===== src/pstp_regs_defs.vh =====
// Constants for the per-port spanning-tree and PTP timestamp registers.
// Assumes APB byte addresses equal to four times the register index.
`ifndef PSTP_REGS_DEFS_VH
`define PSTP_REGS_DEFS_VH

// ****************************************
// Geometry
// ****************************************
`define PSTP_NPORT 3
`define PSTP_NINST 8
`define PSTP_AW 18
`define PSTP_CORR_W 64
`define PSTP_CORR_FRAC 16

// ****************************************
// Register indexes within a port (low 12 bits)
// ****************************************
`define PSTP_IDX_PTR 12'hB01
`define PSTP_IDX_STATE 12'hB04
`define PSTP_IDX_RXLAT 12'hC00
`define PSTP_IDX_TXLAT 12'hC02
`define PSTP_IDX_ASYM 12'hC04
`define PSTP_IDX_REQ_HI 12'hC08
`define PSTP_IDX_REQ_LO 12'hC0A
`define PSTP_IDX_SYNC_HI 12'hC0C
`define PSTP_IDX_SYNC_LO 12'hC0E
`define PSTP_IDX_RESP_HI 12'hC10
`define PSTP_IDX_RESP_LO 12'hC12
`define PSTP_IDX_STAT 12'hC14
`define PSTP_IDX_IEN 12'hC16
`define PSTP_IDX_ICLR 12'hC1C

// ****************************************
// Fields
// ****************************************
`define PSTP_ST_TX 2
`define PSTP_ST_RX 1
`define PSTP_ST_LRN 0
`define PSTP_ASYM_SIGN 15
`define PSTP_FLAG_SYNC 15
`define PSTP_FLAG_REQ 14
`define PSTP_FLAG_RESP 13

// ****************************************
// Reset values
// ****************************************
`define PSTP_RST_PTR 8'h00
`define PSTP_RST_STATE 3'h6
`define PSTP_RST_RXLAT 16'h019F
`define PSTP_RST_TXLAT 16'h002D
`define PSTP_RST_ZERO16 16'h0000

`endif


===== src/pstp_regs.v =====
// Three-port spanning-tree state and PTP timestamp register bank on APB.
// Assumes a free-running nanosecond time input and one-cycle egress
// strobes from the MAC; correction fields are in ns scaled by 2^16.
//
// Summary of operation
// - An eight-bit pointer per port picks with its low three bits one of eight spanning-tree instances for state register access.
// - Each port keeps eight state copies and every access touches only the pointed copy.
// - State bit 2 enables transmission on the port and resets to one.
// - State bit 1 enables reception on the port and resets to one.
// - State bit 0 set stops address learning and resets to zero.
// - A 16-bit receive latency in ns is writable and resets to 415.
// - A 16-bit transmit latency in ns is writable and resets to 45.
// - Bit 15 of the asymmetry register is its sign, one meaning negative, reset zero.
// - The signed asymmetry is added to the correction field of ingress Sync and Pdelay_Resp.
// - The signed asymmetry is subtracted from the correction field of egress Delay_Req and Pdelay_Req.
// - A read-only 32-bit request egress time shows as high and low words, reset zero.
// - A read-only 32-bit Sync egress time shows as high and low words, reset zero.
// - A read-only 32-bit Pdelay_Resp egress time shows as high and low words, reset zero.
// - Each timestamp type has a ready flag set on capture and cleared by writing one.
// - The three ready flags of a port are ORed into one port PTP status.
`include "pstp_regs_defs.vh"

module pstp_regs (
  // APB slave
  input wire pclk,
  input wire presetn,
  input wire psel,
  input wire penable,
  input wire pwrite,
  input wire [`PSTP_AW-1:0] paddr,
  input wire [31:0] pwdata,
  output reg [31:0] prdata_q,
  output reg pready_q,
  output reg pslverr_q,
  // Time base and egress events, one bit per port
  input wire [31:0] time_ns,
  input wire [`PSTP_NPORT-1:0] egr_sync,
  input wire [`PSTP_NPORT-1:0] egr_req,
  input wire [`PSTP_NPORT-1:0] egr_resp,
  // Correction field path, one lane per port
  input wire [`PSTP_NPORT-1:0] corr_valid,
  input wire [`PSTP_NPORT-1:0] corr_egress,
  input wire [`PSTP_NPORT*`PSTP_CORR_W-1:0] corr_in,
  output reg [`PSTP_NPORT*`PSTP_CORR_W-1:0] corr_out_q,
  output reg [`PSTP_NPORT-1:0] corr_done_q,
  // Port controls
  output reg [`PSTP_NPORT-1:0] tx_enable_q,
  output reg [`PSTP_NPORT-1:0] rx_enable_q,
  output reg [`PSTP_NPORT-1:0] learn_disable_q,
  output reg [`PSTP_NPORT*16-1:0] rx_path_latency_q,
  output reg [`PSTP_NPORT*16-1:0] tx_path_latency_q,
  // Status and interrupt
  output reg [`PSTP_NPORT-1:0] ptp_status_q,
  output reg irq_q
);

  // ****************************************
  // Address decode
  // ****************************************
  function hit;
    input [15:0] idx;
    input [3:0] port;
    input [11:0] off;
    begin
      hit = (idx[15:12] == port) && (idx[11:0] == off);
    end
  endfunction

  // Sign-magnitude asymmetry to two's complement, ns scaled by 2^16
  function [`PSTP_CORR_W-1:0] signed_asym;
    input [15:0] raw;
    reg [`PSTP_CORR_W-1:0] mag;
    begin
      mag = {{(`PSTP_CORR_W-15-`PSTP_CORR_FRAC){1'b0}}, raw[14:0],
        {`PSTP_CORR_FRAC{1'b0}}};
      if (raw[`PSTP_ASYM_SIGN]) begin
        signed_asym = ~mag + {{(`PSTP_CORR_W-1){1'b0}}, 1'b1};
      end else begin
        signed_asym = mag;
      end
    end
  endfunction

  wire [15:0] idx = paddr[`PSTP_AW-1:2];
  wire aligned = (paddr[1:0] == 2'b00);
  // Access phase, first cycle: answer is registered here
  wire acc = psel && penable && !pready_q;
  // Completion edge: writes take effect only here
  wire done = psel && penable && pready_q;
  wire wr = done && pwrite && aligned;

  wire [15:0] rd_w [0:`PSTP_NPORT-1];
  wire [`PSTP_NPORT-1:0] ok_w;
  wire [`PSTP_NPORT-1:0] tx_w;
  wire [`PSTP_NPORT-1:0] rx_w;
  wire [`PSTP_NPORT-1:0] lrn_w;
  wire [`PSTP_NPORT-1:0] stat_w;
  wire [`PSTP_NPORT-1:0] irq_w;
  wire [`PSTP_NPORT*16-1:0] rxl_w;
  wire [`PSTP_NPORT*16-1:0] txl_w;
  wire [`PSTP_NPORT*`PSTP_CORR_W-1:0] corr_w;

  // ****************************************
  // Per-port register group
  // ****************************************
  genvar g;
  generate
    for (g = 0; g < `PSTP_NPORT; g = g + 1) begin : port
      localparam [3:0] PN = g + 1;
      reg [7:0] ptr_q;
      reg [2:0] st_q [0:`PSTP_NINST-1];
      reg [15:0] rxl_q;
      reg [15:0] txl_q;
      reg [15:0] asym_q;
      reg [31:0] req_ts_q;
      reg [31:0] sync_time_q;
      reg [31:0] resp_ts_q;
      reg [2:0] flag_q;
      reg [2:0] ien_q;
      reg [15:0] rd;
      reg ok;
      integer i;
      wire [2:0] cur = st_q[ptr_q[2:0]];
      wire [2:0] ev = {egr_sync[g], egr_req[g], egr_resp[g]};
      wire [2:0] clr = {pwdata[`PSTP_FLAG_SYNC], pwdata[`PSTP_FLAG_REQ],
                        pwdata[`PSTP_FLAG_RESP]};
      // Write strobes, one per writable register
      wire wr_ptr = wr && hit(idx, PN, `PSTP_IDX_PTR);
      wire wr_state = wr && hit(idx, PN, `PSTP_IDX_STATE);
      wire wr_rxl = wr && hit(idx, PN, `PSTP_IDX_RXLAT);
      wire wr_txl = wr && hit(idx, PN, `PSTP_IDX_TXLAT);
      wire wr_asym = wr && hit(idx, PN, `PSTP_IDX_ASYM);
      wire wr_ien = wr && hit(idx, PN, `PSTP_IDX_IEN);
      wire clr_hit = wr && hit(idx, PN, `PSTP_IDX_ICLR);
      wire [`PSTP_CORR_W-1:0] sasym = signed_asym(asym_q);
      wire [`PSTP_CORR_W-1:0] cin =
        corr_in[g*`PSTP_CORR_W +: `PSTP_CORR_W];

      // ****************************************
      // Spanning-tree pointer and state copies
      // ****************************************
      always @(posedge pclk or negedge presetn) begin
        if (!presetn) begin
          ptr_q <= `PSTP_RST_PTR;
        end else if (wr_ptr) begin
          ptr_q <= pwdata[7:0];
        end
      end

      always @(posedge pclk or negedge presetn) begin
        if (!presetn) begin
          for (i = 0; i < `PSTP_NINST; i = i + 1) begin
            st_q[i] <= `PSTP_RST_STATE;
          end
        end else if (wr_state) begin
          st_q[ptr_q[2:0]] <= pwdata[2:0];
        end
      end

      // ****************************************
      // Latency and asymmetry settings
      // ****************************************
      always @(posedge pclk or negedge presetn) begin
        if (!presetn) begin
          rxl_q <= `PSTP_RST_RXLAT;
        end else if (wr_rxl) begin
          rxl_q <= pwdata[15:0];
        end
      end

      always @(posedge pclk or negedge presetn) begin
        if (!presetn) begin
          txl_q <= `PSTP_RST_TXLAT;
        end else if (wr_txl) begin
          txl_q <= pwdata[15:0];
        end
      end

      always @(posedge pclk or negedge presetn) begin
        if (!presetn) begin
          asym_q <= `PSTP_RST_ZERO16;
        end else if (wr_asym) begin
          asym_q <= pwdata[15:0];
        end
      end

      // ****************************************
      // Egress timestamps
      // ****************************************
      // Whole 32-bit time in one edge keeps high and low words paired
      always @(posedge pclk or negedge presetn) begin
        if (!presetn) begin
          req_ts_q <= {2{`PSTP_RST_ZERO16}};
        end else if (egr_req[g]) begin
          req_ts_q <= time_ns;
        end
      end

      always @(posedge pclk or negedge presetn) begin
        if (!presetn) begin
          sync_time_q <= {2{`PSTP_RST_ZERO16}};
        end else if (egr_sync[g]) begin
          sync_time_q <= time_ns;
        end
      end

      always @(posedge pclk or negedge presetn) begin
        if (!presetn) begin
          resp_ts_q <= {2{`PSTP_RST_ZERO16}};
        end else if (egr_resp[g]) begin
          resp_ts_q <= time_ns;
        end
      end

      // ****************************************
      // Ready flags and interrupt enables
      // ****************************************
      always @(posedge pclk or negedge presetn) begin
        if (!presetn) begin
          ien_q <= 3'h0;
        end else if (wr_ien) begin
          ien_q <= clr;
        end
      end

      // New event wins over a clear in the same cycle
      always @(posedge pclk or negedge presetn) begin
        if (!presetn) begin
          flag_q <= 3'h0;
        end else begin
          flag_q <= (flag_q & ~(clr_hit ? clr : 3'h0)) | ev;
        end
      end

      // ****************************************
      // Register read mux
      // ****************************************
      always @* begin
        rd = 16'h0000;
        ok = 1'b1;
        case (1'b1)
          hit(idx, PN, `PSTP_IDX_PTR): rd = {8'h00, ptr_q};
          hit(idx, PN, `PSTP_IDX_STATE): rd = {13'h0000, cur};
          hit(idx, PN, `PSTP_IDX_RXLAT): rd = rxl_q;
          hit(idx, PN, `PSTP_IDX_TXLAT): rd = txl_q;
          hit(idx, PN, `PSTP_IDX_ASYM): rd = asym_q;
          hit(idx, PN, `PSTP_IDX_REQ_HI): rd = req_ts_q[31:16];
          hit(idx, PN, `PSTP_IDX_REQ_LO): rd = req_ts_q[15:0];
          hit(idx, PN, `PSTP_IDX_SYNC_HI): rd = sync_time_q[31:16];
          hit(idx, PN, `PSTP_IDX_SYNC_LO): rd = sync_time_q[15:0];
          hit(idx, PN, `PSTP_IDX_RESP_HI): rd = resp_ts_q[31:16];
          hit(idx, PN, `PSTP_IDX_RESP_LO): rd = resp_ts_q[15:0];
          hit(idx, PN, `PSTP_IDX_STAT): rd = {flag_q, 13'h0000};
          hit(idx, PN, `PSTP_IDX_IEN): rd = {ien_q, 13'h0000};
          hit(idx, PN, `PSTP_IDX_ICLR): rd = 16'h0000;
          default: ok = 1'b0;
        endcase
      end

      // ****************************************
      // Port outputs
      // ****************************************
      assign rd_w[g] = rd;
      assign ok_w[g] = ok;
      assign tx_w[g] = cur[`PSTP_ST_TX];
      assign rx_w[g] = cur[`PSTP_ST_RX];
      assign lrn_w[g] = cur[`PSTP_ST_LRN];
      assign stat_w[g] = |flag_q;
      assign irq_w[g] = |(flag_q & ien_q);
      assign rxl_w[g*16 +: 16] = rxl_q;
      assign txl_w[g*16 +: 16] = txl_q;
      // Ingress adds, egress subtracts the signed asymmetry
      assign corr_w[g*`PSTP_CORR_W +: `PSTP_CORR_W] = corr_egress[g] ?
        (cin - sasym) : (cin + sasym);
    end
  endgenerate

  // ****************************************
  // Read data merge
  // ****************************************
  reg [15:0] rd_any;
  reg ok_any;
  integer p;
  always @* begin
    rd_any = 16'h0000;
    ok_any = 1'b0;
    for (p = 0; p < `PSTP_NPORT; p = p + 1) begin
      rd_any = rd_any | rd_w[p];
      ok_any = ok_any | ok_w[p];
    end
  end

  // ****************************************
  // APB answer, one wait state
  // ****************************************
  always @(posedge pclk or negedge presetn) begin
    if (!presetn) begin
      pready_q <= 1'b0;
      pslverr_q <= 1'b0;
    end else if (acc) begin
      pready_q <= 1'b1;
      pslverr_q <= !(ok_any && aligned);
    end else begin
      pready_q <= 1'b0;
      pslverr_q <= 1'b0;
    end
  end

  // Read data holds until the next answer
  always @(posedge pclk or negedge presetn) begin
    if (!presetn) begin
      prdata_q <= 32'h00000000;
    end else if (acc) begin
      prdata_q <= (!pwrite && ok_any && aligned) ?
        {16'h0000, rd_any} : 32'h00000000;
    end
  end

  // ****************************************
  // Registered port controls
  // ****************************************
  always @(posedge pclk or negedge presetn) begin
    if (!presetn) begin
      tx_enable_q <= {`PSTP_NPORT{1'b1}};
      rx_enable_q <= {`PSTP_NPORT{1'b1}};
      learn_disable_q <= {`PSTP_NPORT{1'b0}};
    end else begin
      tx_enable_q <= tx_w;
      rx_enable_q <= rx_w;
      learn_disable_q <= lrn_w;
    end
  end

  always @(posedge pclk or negedge presetn) begin
    if (!presetn) begin
      rx_path_latency_q <= {`PSTP_NPORT{`PSTP_RST_RXLAT}};
      tx_path_latency_q <= {`PSTP_NPORT{`PSTP_RST_TXLAT}};
    end else begin
      rx_path_latency_q <= rxl_w;
      tx_path_latency_q <= txl_w;
    end
  end

  // ****************************************
  // Registered status and interrupt
  // ****************************************
  always @(posedge pclk or negedge presetn) begin
    if (!presetn) begin
      ptp_status_q <= {`PSTP_NPORT{1'b0}};
      irq_q <= 1'b0;
    end else begin
      ptp_status_q <= stat_w;
      irq_q <= |irq_w;
    end
  end

  // ****************************************
  // Registered correction lanes
  // ****************************************
  always @(posedge pclk or negedge presetn) begin
    if (!presetn) begin
      corr_out_q <= {(`PSTP_NPORT*`PSTP_CORR_W){1'b0}};
      corr_done_q <= {`PSTP_NPORT{1'b0}};
    end else begin
      corr_out_q <= corr_w;
      corr_done_q <= corr_valid;
    end
  end

endmodule


===== config.mk =====
export PLATFORM = sky130hd
export DESIGN_NAME = pstp_regs
export DESIGN_NICKNAME = d
export VERILOG_FILES = /design/src/pstp_regs.v
export VERILOG_INCLUDE_DIRS = /design/src
export SDC_FILE = /design/constraint.sdc
export NUM_CORES = 2
export LEC_CHECK = 0
export BUFFER_PORTS_ARGS = -buffer_cell sky130_fd_sc_hd__buf_4
export CORE_ASPECT_RATIO = 1.2
export CORE_UTILIZATION = 54
export CTS_BUF_LIST = sky130_fd_sc_hd__clkbuf_2
export CTS_CLUSTER_SIZE = 12
export DETAILED_ROUTE_END_ITERATION = 8
export GPL_ROUTABILITY_DRIVEN = 0
export PLACE_DENSITY_LB_ADDON = 0.12
export SLEW_MARGIN = 15
export SYNTH_ARGS = -nofsm -noshare
export SYNTH_HDL_FRONTEND = slang
export SYNTH_SLANG_ARGS = --single-unit
export TNS_END_PERCENT = 1

===== constraint.sdc =====
create_clock -name pclk -period 5.4 [get_ports pclk]
set_input_delay 1.35 -clock pclk [delete_from_list [all_inputs] [get_ports pclk]]
set_output_delay 1.35 -clock pclk [all_outputs]
set_load 0.005 [all_outputs]

# ---- Word-level counts from Yosys, hierarchy flattened
# Index checks and enable logic that the tools add are counted.
dict set report totals {
  register_bits 884
  input_bits 294
  out_inout_bits 338
  wordCells 310
}
dict set report op_classes {
  n_addsub 9
  magnitude_cmp 6
  n_eq_ne 17
  n_mux 111
  n_bitwise 22
  reduce_logical 82
}
# operator n
set op_table {}
lappend op_table {{2-to-1 mux 16 bit} 40}
lappend op_table {{2-to-1 mux 64 bit} 6}
lappend op_table {{adder 64 x 1 -> 64 bit, second input constant} 3}
lappend op_table {{adder 64 bit} 3}
lappend op_table {{inverter 31 -> 64 bit} 3}
lappend op_table {{subtractor 64 bit} 3}
lappend op_table {{equality test 12 bit, second input constant} 14}
lappend op_table {{logical AND 1 bit} 74}
lappend op_table {{bitwise mux 24 bit} 3}
lappend op_table {{2-to-1 mux 1 bit} 44}
lappend op_table {{2-to-1 mux 3 bit} 12}
lappend op_table {{OR 16 bit} 2}
lappend op_table {{binary-select mux 3 bit (select 3 bit)} 3}
lappend op_table {{demux 3 bit (select 3 bit)} 3}
lappend op_table {{bitwise AND 3 bit} 6}
lappend op_table {{>= comparator 4 bit, second input constant} 3}
lappend op_table {{< comparator 4 x 1 -> 1 bit, second input constant} 3}
lappend op_table {{inverter 3 -> 4 bit} 3}
lappend op_table {{inverter 3 bit} 3}
lappend op_table {{OR 3 bit} 3}
lappend op_table {{OR reduction 3 bit} 3}
lappend op_table {{OR reduction 9 bit} 1}
lappend op_table {{equality test 4 x 2 -> 1 bit, second input constant} 2}
lappend op_table {{equality test 4 x 1 -> 1 bit, second input constant} 1}
lappend op_table {{other kinds (3)} 6}

# ---- Logic depth before layout (Yosys ltp)
dict set report logic_depth {
  ltp_word 21
  ltp_mapped 26
  mapped_depth_nobuf 25
}

# ---- Least setup slack after synthesis
# OpenSTA, ideal clock, no wires.
dict set report synth_timing {
  path_type {flip-flop to flip-flop}
  start {reg port[2].asym_q[0]}
  end {reg corr_out_q[191]}
  setup_ns 0.080
  arrival_ns 5.512
  required_ns 5.320
  setup_slack_ns -0.192
  stages_incl_launch_ff 25
  n_path_buf 2
  synth_period_minus_slack_ns 5.592
  path_cell_list {dfrtp_1 inv_1 ha_1 or4b_4 or2_1 buf_2 mux2i_1 o22ai_2 and2_1 a41oi_1 clkbuf_1 a21oi_1 ha_1 a21o_1 a21o_1 a21oi_1 o21ai_0 a311oi_1 o311ai_4 a221oi_2 nor4_1 nor3_1 o21ai_1 a21oi_1 xnor2_1}
}
dict set report synth_between {
  elab_chain_cells 5
  word_cells_on_any_way 6
  cone_classes {add/sub (3); mux (2); bitwise (1)}
}
# element line_no
set synth_rtl {}
lappend synth_rtl {{from (decl)} pstp_regs.v:114} ;# reg [15:0] asym_q;
lappend synth_rtl {{from (signal assigned)} pstp_regs.v:181} ;# asym_q <= `PSTP_RST_ZERO16;
lappend synth_rtl {{from (signal assigned)} pstp_regs.v:183} ;# asym_q <= pwdata[15:0];
lappend synth_rtl {{inverter 31 -> 64 bit} pstp_regs.v:77} ;# signed_asym = ~mag + {{(`PSTP_CORR_W-1){1'b0}}, 1'b1};
lappend synth_rtl {{adder 64 x 1 -> 64 bit} pstp_regs.v:77}
lappend synth_rtl {{2-to-1 mux 64 bit (*)} pstp_regs.v:76} ;# if (raw[`PSTP_ASYM_SIGN]) begin
lappend synth_rtl {{adder 64 bit or subtractor 64 bit (tied branches)} pstp_regs.v:274} ;# (cin - sasym) : (cin + sasym);
lappend synth_rtl {{2-to-1 mux 64 bit (*)} pstp_regs.v:273} ;# assign corr_w[g*`PSTP_CORR_W +: `PSTP_CORR_W] = corr_egress[g] ?
lappend synth_rtl {{net corr_w[191]} pstp_regs.v:101} ;# wire [`PSTP_NPORT*`PSTP_CORR_W-1:0] corr_w;
lappend synth_rtl {{to (signal assigned)} pstp_regs.v:362} ;# corr_out_q <= {(`PSTP_NPORT*`PSTP_CORR_W){1'b0}};
lappend synth_rtl {{to (signal assigned)} pstp_regs.v:365} ;# corr_out_q <= corr_w;
lappend synth_rtl {{to (decl)} pstp_regs.v:44} ;# output reg [`PSTP_NPORT*`PSTP_CORR_W-1:0] corr_out_q,
# The timed path passes the listed nets; every way through them passes the cells marked *.
# A chain may end at the register's enable or synchronous reset.

# ---- Final worst setup path
dict set report layout_timing {
  start {reg port[2].asym_q[10]}
  end {reg corr_out_q[186]}
}
# Same word-level chain as after synthesis.

==> results.json <==
{
  "ys_seq_area_share_pct": 51.4,
  "synth_cell_types": 107,
  "vias": 34300,
  "clockBufferDepth": 3,
  "period_minus_slack_ns": 5.32,
  "layout-drive-gt1-share_pct": 43.7,
  "num_io_pins": 632,
  "dr.pass1.iters": 8,
  "end_kind": "flip-flop",
  "cts_inserted_buffers": 210,
  "setup_violations": 0,
  "hold_class": "in -> reg",
  "ys_ff_latch": 868,
  "rsz0062_at_grt": "yes",
  "hold_ws_ns": 0.160,
  "finalWirelength_mm": 139,
  "ys.flop_type": "dfrtp_1",
  "path_max_fanout": 7,
  "clock_skew_ns": 0.123,
  "core_mm2": 0.0779,
  "slew_headroom_pct": 35.4,
  "layout_commonest_cell": "buf_4",
  "p_sw_share_pct": 28.7,
  "grt_pass1_wl_mm": 205,
  "clk_pin_slew_ns": 0.12,
  "drtIter0Drc": 2848,
  "track_usage_pct": 34.3,
  "cp.required_ns": 6.71,
  "hp-start": "time_ns[17]",
  "power.total_mw": 13.3,
  "fillCellCount": 6152,
  "die_h_um": 310,
  "yosys_warnings": 0,
  "fin_cells": 5718,
  "critPathKind": "reg -> reg",
  "start_util_pct": 54.7,
  "numPortBuffers": 599,
  "overflow": 0,
  "clkPwrFrac_pct": 33.0,
  "clock_latency_ns": 1.49,
  "timing_worst_slew_pin_value_ns": 0.966,
  "hold_depth": 2,
  "final_cell_mix": "864 x buf_4, 743 x dfrtp_1, 544 x mux2_2",
  "placed_cells": 5236,
  "syn-cell-area_mm2": 0.0426,
  "final.setup.tns_ns": 0,
  "via_per_inst": 5.99,
  "min_to": "port[1].resp_ts_q[17]",
  "placed_area_mm2": 0.0494,
  "fmax_mhz": 188,
  "cp-start-kind": "flip-flop",
  "hpwl_mm": 100,
  "worstPathArrival_ns": 6.63,
  "switchingPower_mw": 3.80,
  "cts.sinks": 868,
  "fp.dieW_um": 258,
  "async_reset_ff_share_pct": 100,
  "wire_per_inst_um": 24.3,
  "r2r-end": "corr_out_q[186]",
  "antenna_found_initial": 8,
  "p_int_mw": 9.46,
  "htreeDepth": 4,
  "status": "complete, no violations",
  "ff2ff_setup_slack_ns": 0.08,
  "rows": 112,
  "grt_max_degree": 131,
  "max-cap-violations": 0,
  "seq_power_share_pct": 53.4,
  "cts_tree": "done",
  "synth_edf_count": 0,
  "postRouteAntennaNets": 0,
  "r2r-start": "port[2].asym_q[10]",
  "layout.nets": 4959,
  "final_area_mm2": 0.0528,
  "power_leakage_nw": 24.4,
  "final.period_utilization_pct": 98.6,
  "syn_avg_cell_area_um2": 11.8,
  "die_area_mm2": 0.0800,
  "p_per_area_mw_per_mm2": 251,
  "vdd_drop_max_uv": 200,
  "hold_viol": 0,
  "grt_pass1_vias": 34100,
  "reg2reg_depth": 22,
  "comb_power_share_pct": 13.6,
  "synthCells": 3599,
  "cts_root_buffer": "clkbuf_2",
  "report.final.slew_viol_count": 0,
  "drc_errors": 0,
  "areaGrowthSynthToFinish_pct": 23.9
}
==> logic make-up (layout without fill, tap and decap cells) <==
kind of cell | count (synthesis) | in the layout | share of synthesized area [%]
AOI/OAI and AO/OA | 761 | 761 | 12.8
other | 1 | 20 | 0.00881
buffers and inverters | 287 | 1361 | 2.75
xor gates and xnor gates | 197 | 197 | 4.07
and+or+nand+nor | 745 | 745 | 8.82
adders and majority gates | 150 | 150 | 4.40
muxes | 590 | 590 | 15.8
DFF | 868 | 868 | 51.4
==> critical path: stages (launching register included) <==
cell and delay (ns):
dfrtp_1 0.40, or3_1 0.50, or2_1 0.30, or3_4 0.35, inv_2 0.07, ha_1 0.23, mux2i_2 0.19, buf_4 0.17
a41oi_4 0.19, nor2_2 0.15, nor3_2 0.05, buf_4 0.17, a211oi_2 0.21, ha_1 0.29, a21o_1 0.24, a311oi_2 0.29
o311ai_4 0.17, a221oi_4 0.36, nor4_4 0.10, nor3_2 0.27, buf_4 0.16, o21ai_0 0.12, xor2_1 0.19
==> worst max-delay path by stage <==
| stage | start | to | slack (ns) | cells past startpoint |
|---|---|---|---|---|
| 2_1_floorplan | port[2].asym_q[0] | corr_out_q[191] | 0.0002 | 24 |
| 3_3_place_gp | port[0].asym_q[3] | corr_out_q[61] | -0.06 | 20 |
| 3_5_place_dp | port[0].asym_q[3] | corr_out_q[61] | -0.11 | 20 |
| 4_1_cts | port[0].asym_q[2] | corr_out_q[61] | -0.04 | 24 |
| 5_1_grt | port[1].asym_q[0] | corr_out_q[125] | -0.11 | 24 |
| 6_report | port[2].asym_q[10] | corr_out_q[186] | 0.08 | 22 |
==> area by class of cell <==
class / count / area (µm²) / share of cell area [%]
inverters: 43 / 161 / 0.306
multi-input cells: 2459 / 20200 / 38.3
clock inverters: 79 / 430 / 0.816
clock buffers: 303 / 1520 / 2.87
flip-flops and latches: 868 / 21900 / 41.5
well taps: 1026 / 1280 / 2.43
repair buffers: 936 / 7310 / 13.8
diodes: 4 / 10.0 / 0.0190
==> registers in the layout, indices dropped and copies added (netlist names) <==
register	flops
pslverr_q	1
rx_enable_q	3
port.st_q	72
corr_out_q	192
port.ien_q	9
tx_path_latency_q	48
tx_enable_q	3
rx_path_latency_q	48
pready_q	1
port.ptr_q	24
port.flag_q	9
port.rxl_q	48
prdata_q	16
ptp_status_q	3
port.req_ts_q	96
port.txl_q	48
port.resp_ts_q	96
learn_disable_q	3
port.sync_time_q	96
irq_q	1
port.asym_q	48
corr_done_q	3
==> synth_stat cells (all sizes together), types with 35 or more instances <==
cell type	instances	area share [%]
xnor2	100	2.1
nor3	70	0.83
a222oi	40	0.94
a21oi	161	1.9
a221oi	48	1.1
nand2	160	1.4
inv	40	0.35
a21o	62	1.1
clkbuf	209	1.8
xor2	97	2.0
a22oi	51	0.91
o21a	44	0.79
dfstp	120	7.4
nand3	67	0.80
o22ai	42	0.69
mux2i	36	0.85
nor2	209	1.8
buf	35	0.53
ha	147	4.3
o21ai	111	1.3
mux2	544	14
dfrtp	748	44
==> power groups by stage <==
| stage | combinational [mW] | sequential, mW | clock [mW] |
|---|---|---|---|
| after floorplan | 0.826 | 7.17 | 0 |
| after global placement | 1.69 | 7.19 | 0 |
| after detailed placement | 1.71 | 7.20 | 0 |
| after CTS | 1.76 | 7.07 | 4.49 |
| after global routing | 1.96 | 7.12 | 4.82 |
| final | 1.81 | 7.08 | 4.38 |
==> routing by layer <==
| metal | GRT usage, % | part of all wire (%) |
|---|---|---|
| met4 | 19.1 | 5.4 |
| met3 | 8.07 | 8.1 |
| met2 | 56.2 | 48 |
| met1 | 41.9 | 38 |
| met5 | 0 | 0.025 |
==> per-stage QoR <==
stage | setup WS (ns) | util [%]
floorplan | 0.000153 | -
global placement | -0.0579 | 63.4
detailed placement | -0.113 | 63.4
CTS | -0.0366 | 66.6
global route | -0.114 | 67.7
finish | 0.0779 | 67.7
==> timing repair <==
item,in CTS,in global routing
setup endpoints to repair,16,41
hold endpoints to repair,161,0
hold buffers,58,0
resized for setup,11,126
pin swaps,1,70
cloned,0,1
setup buffers,0,37
Power figures use the tool's default switching activity.
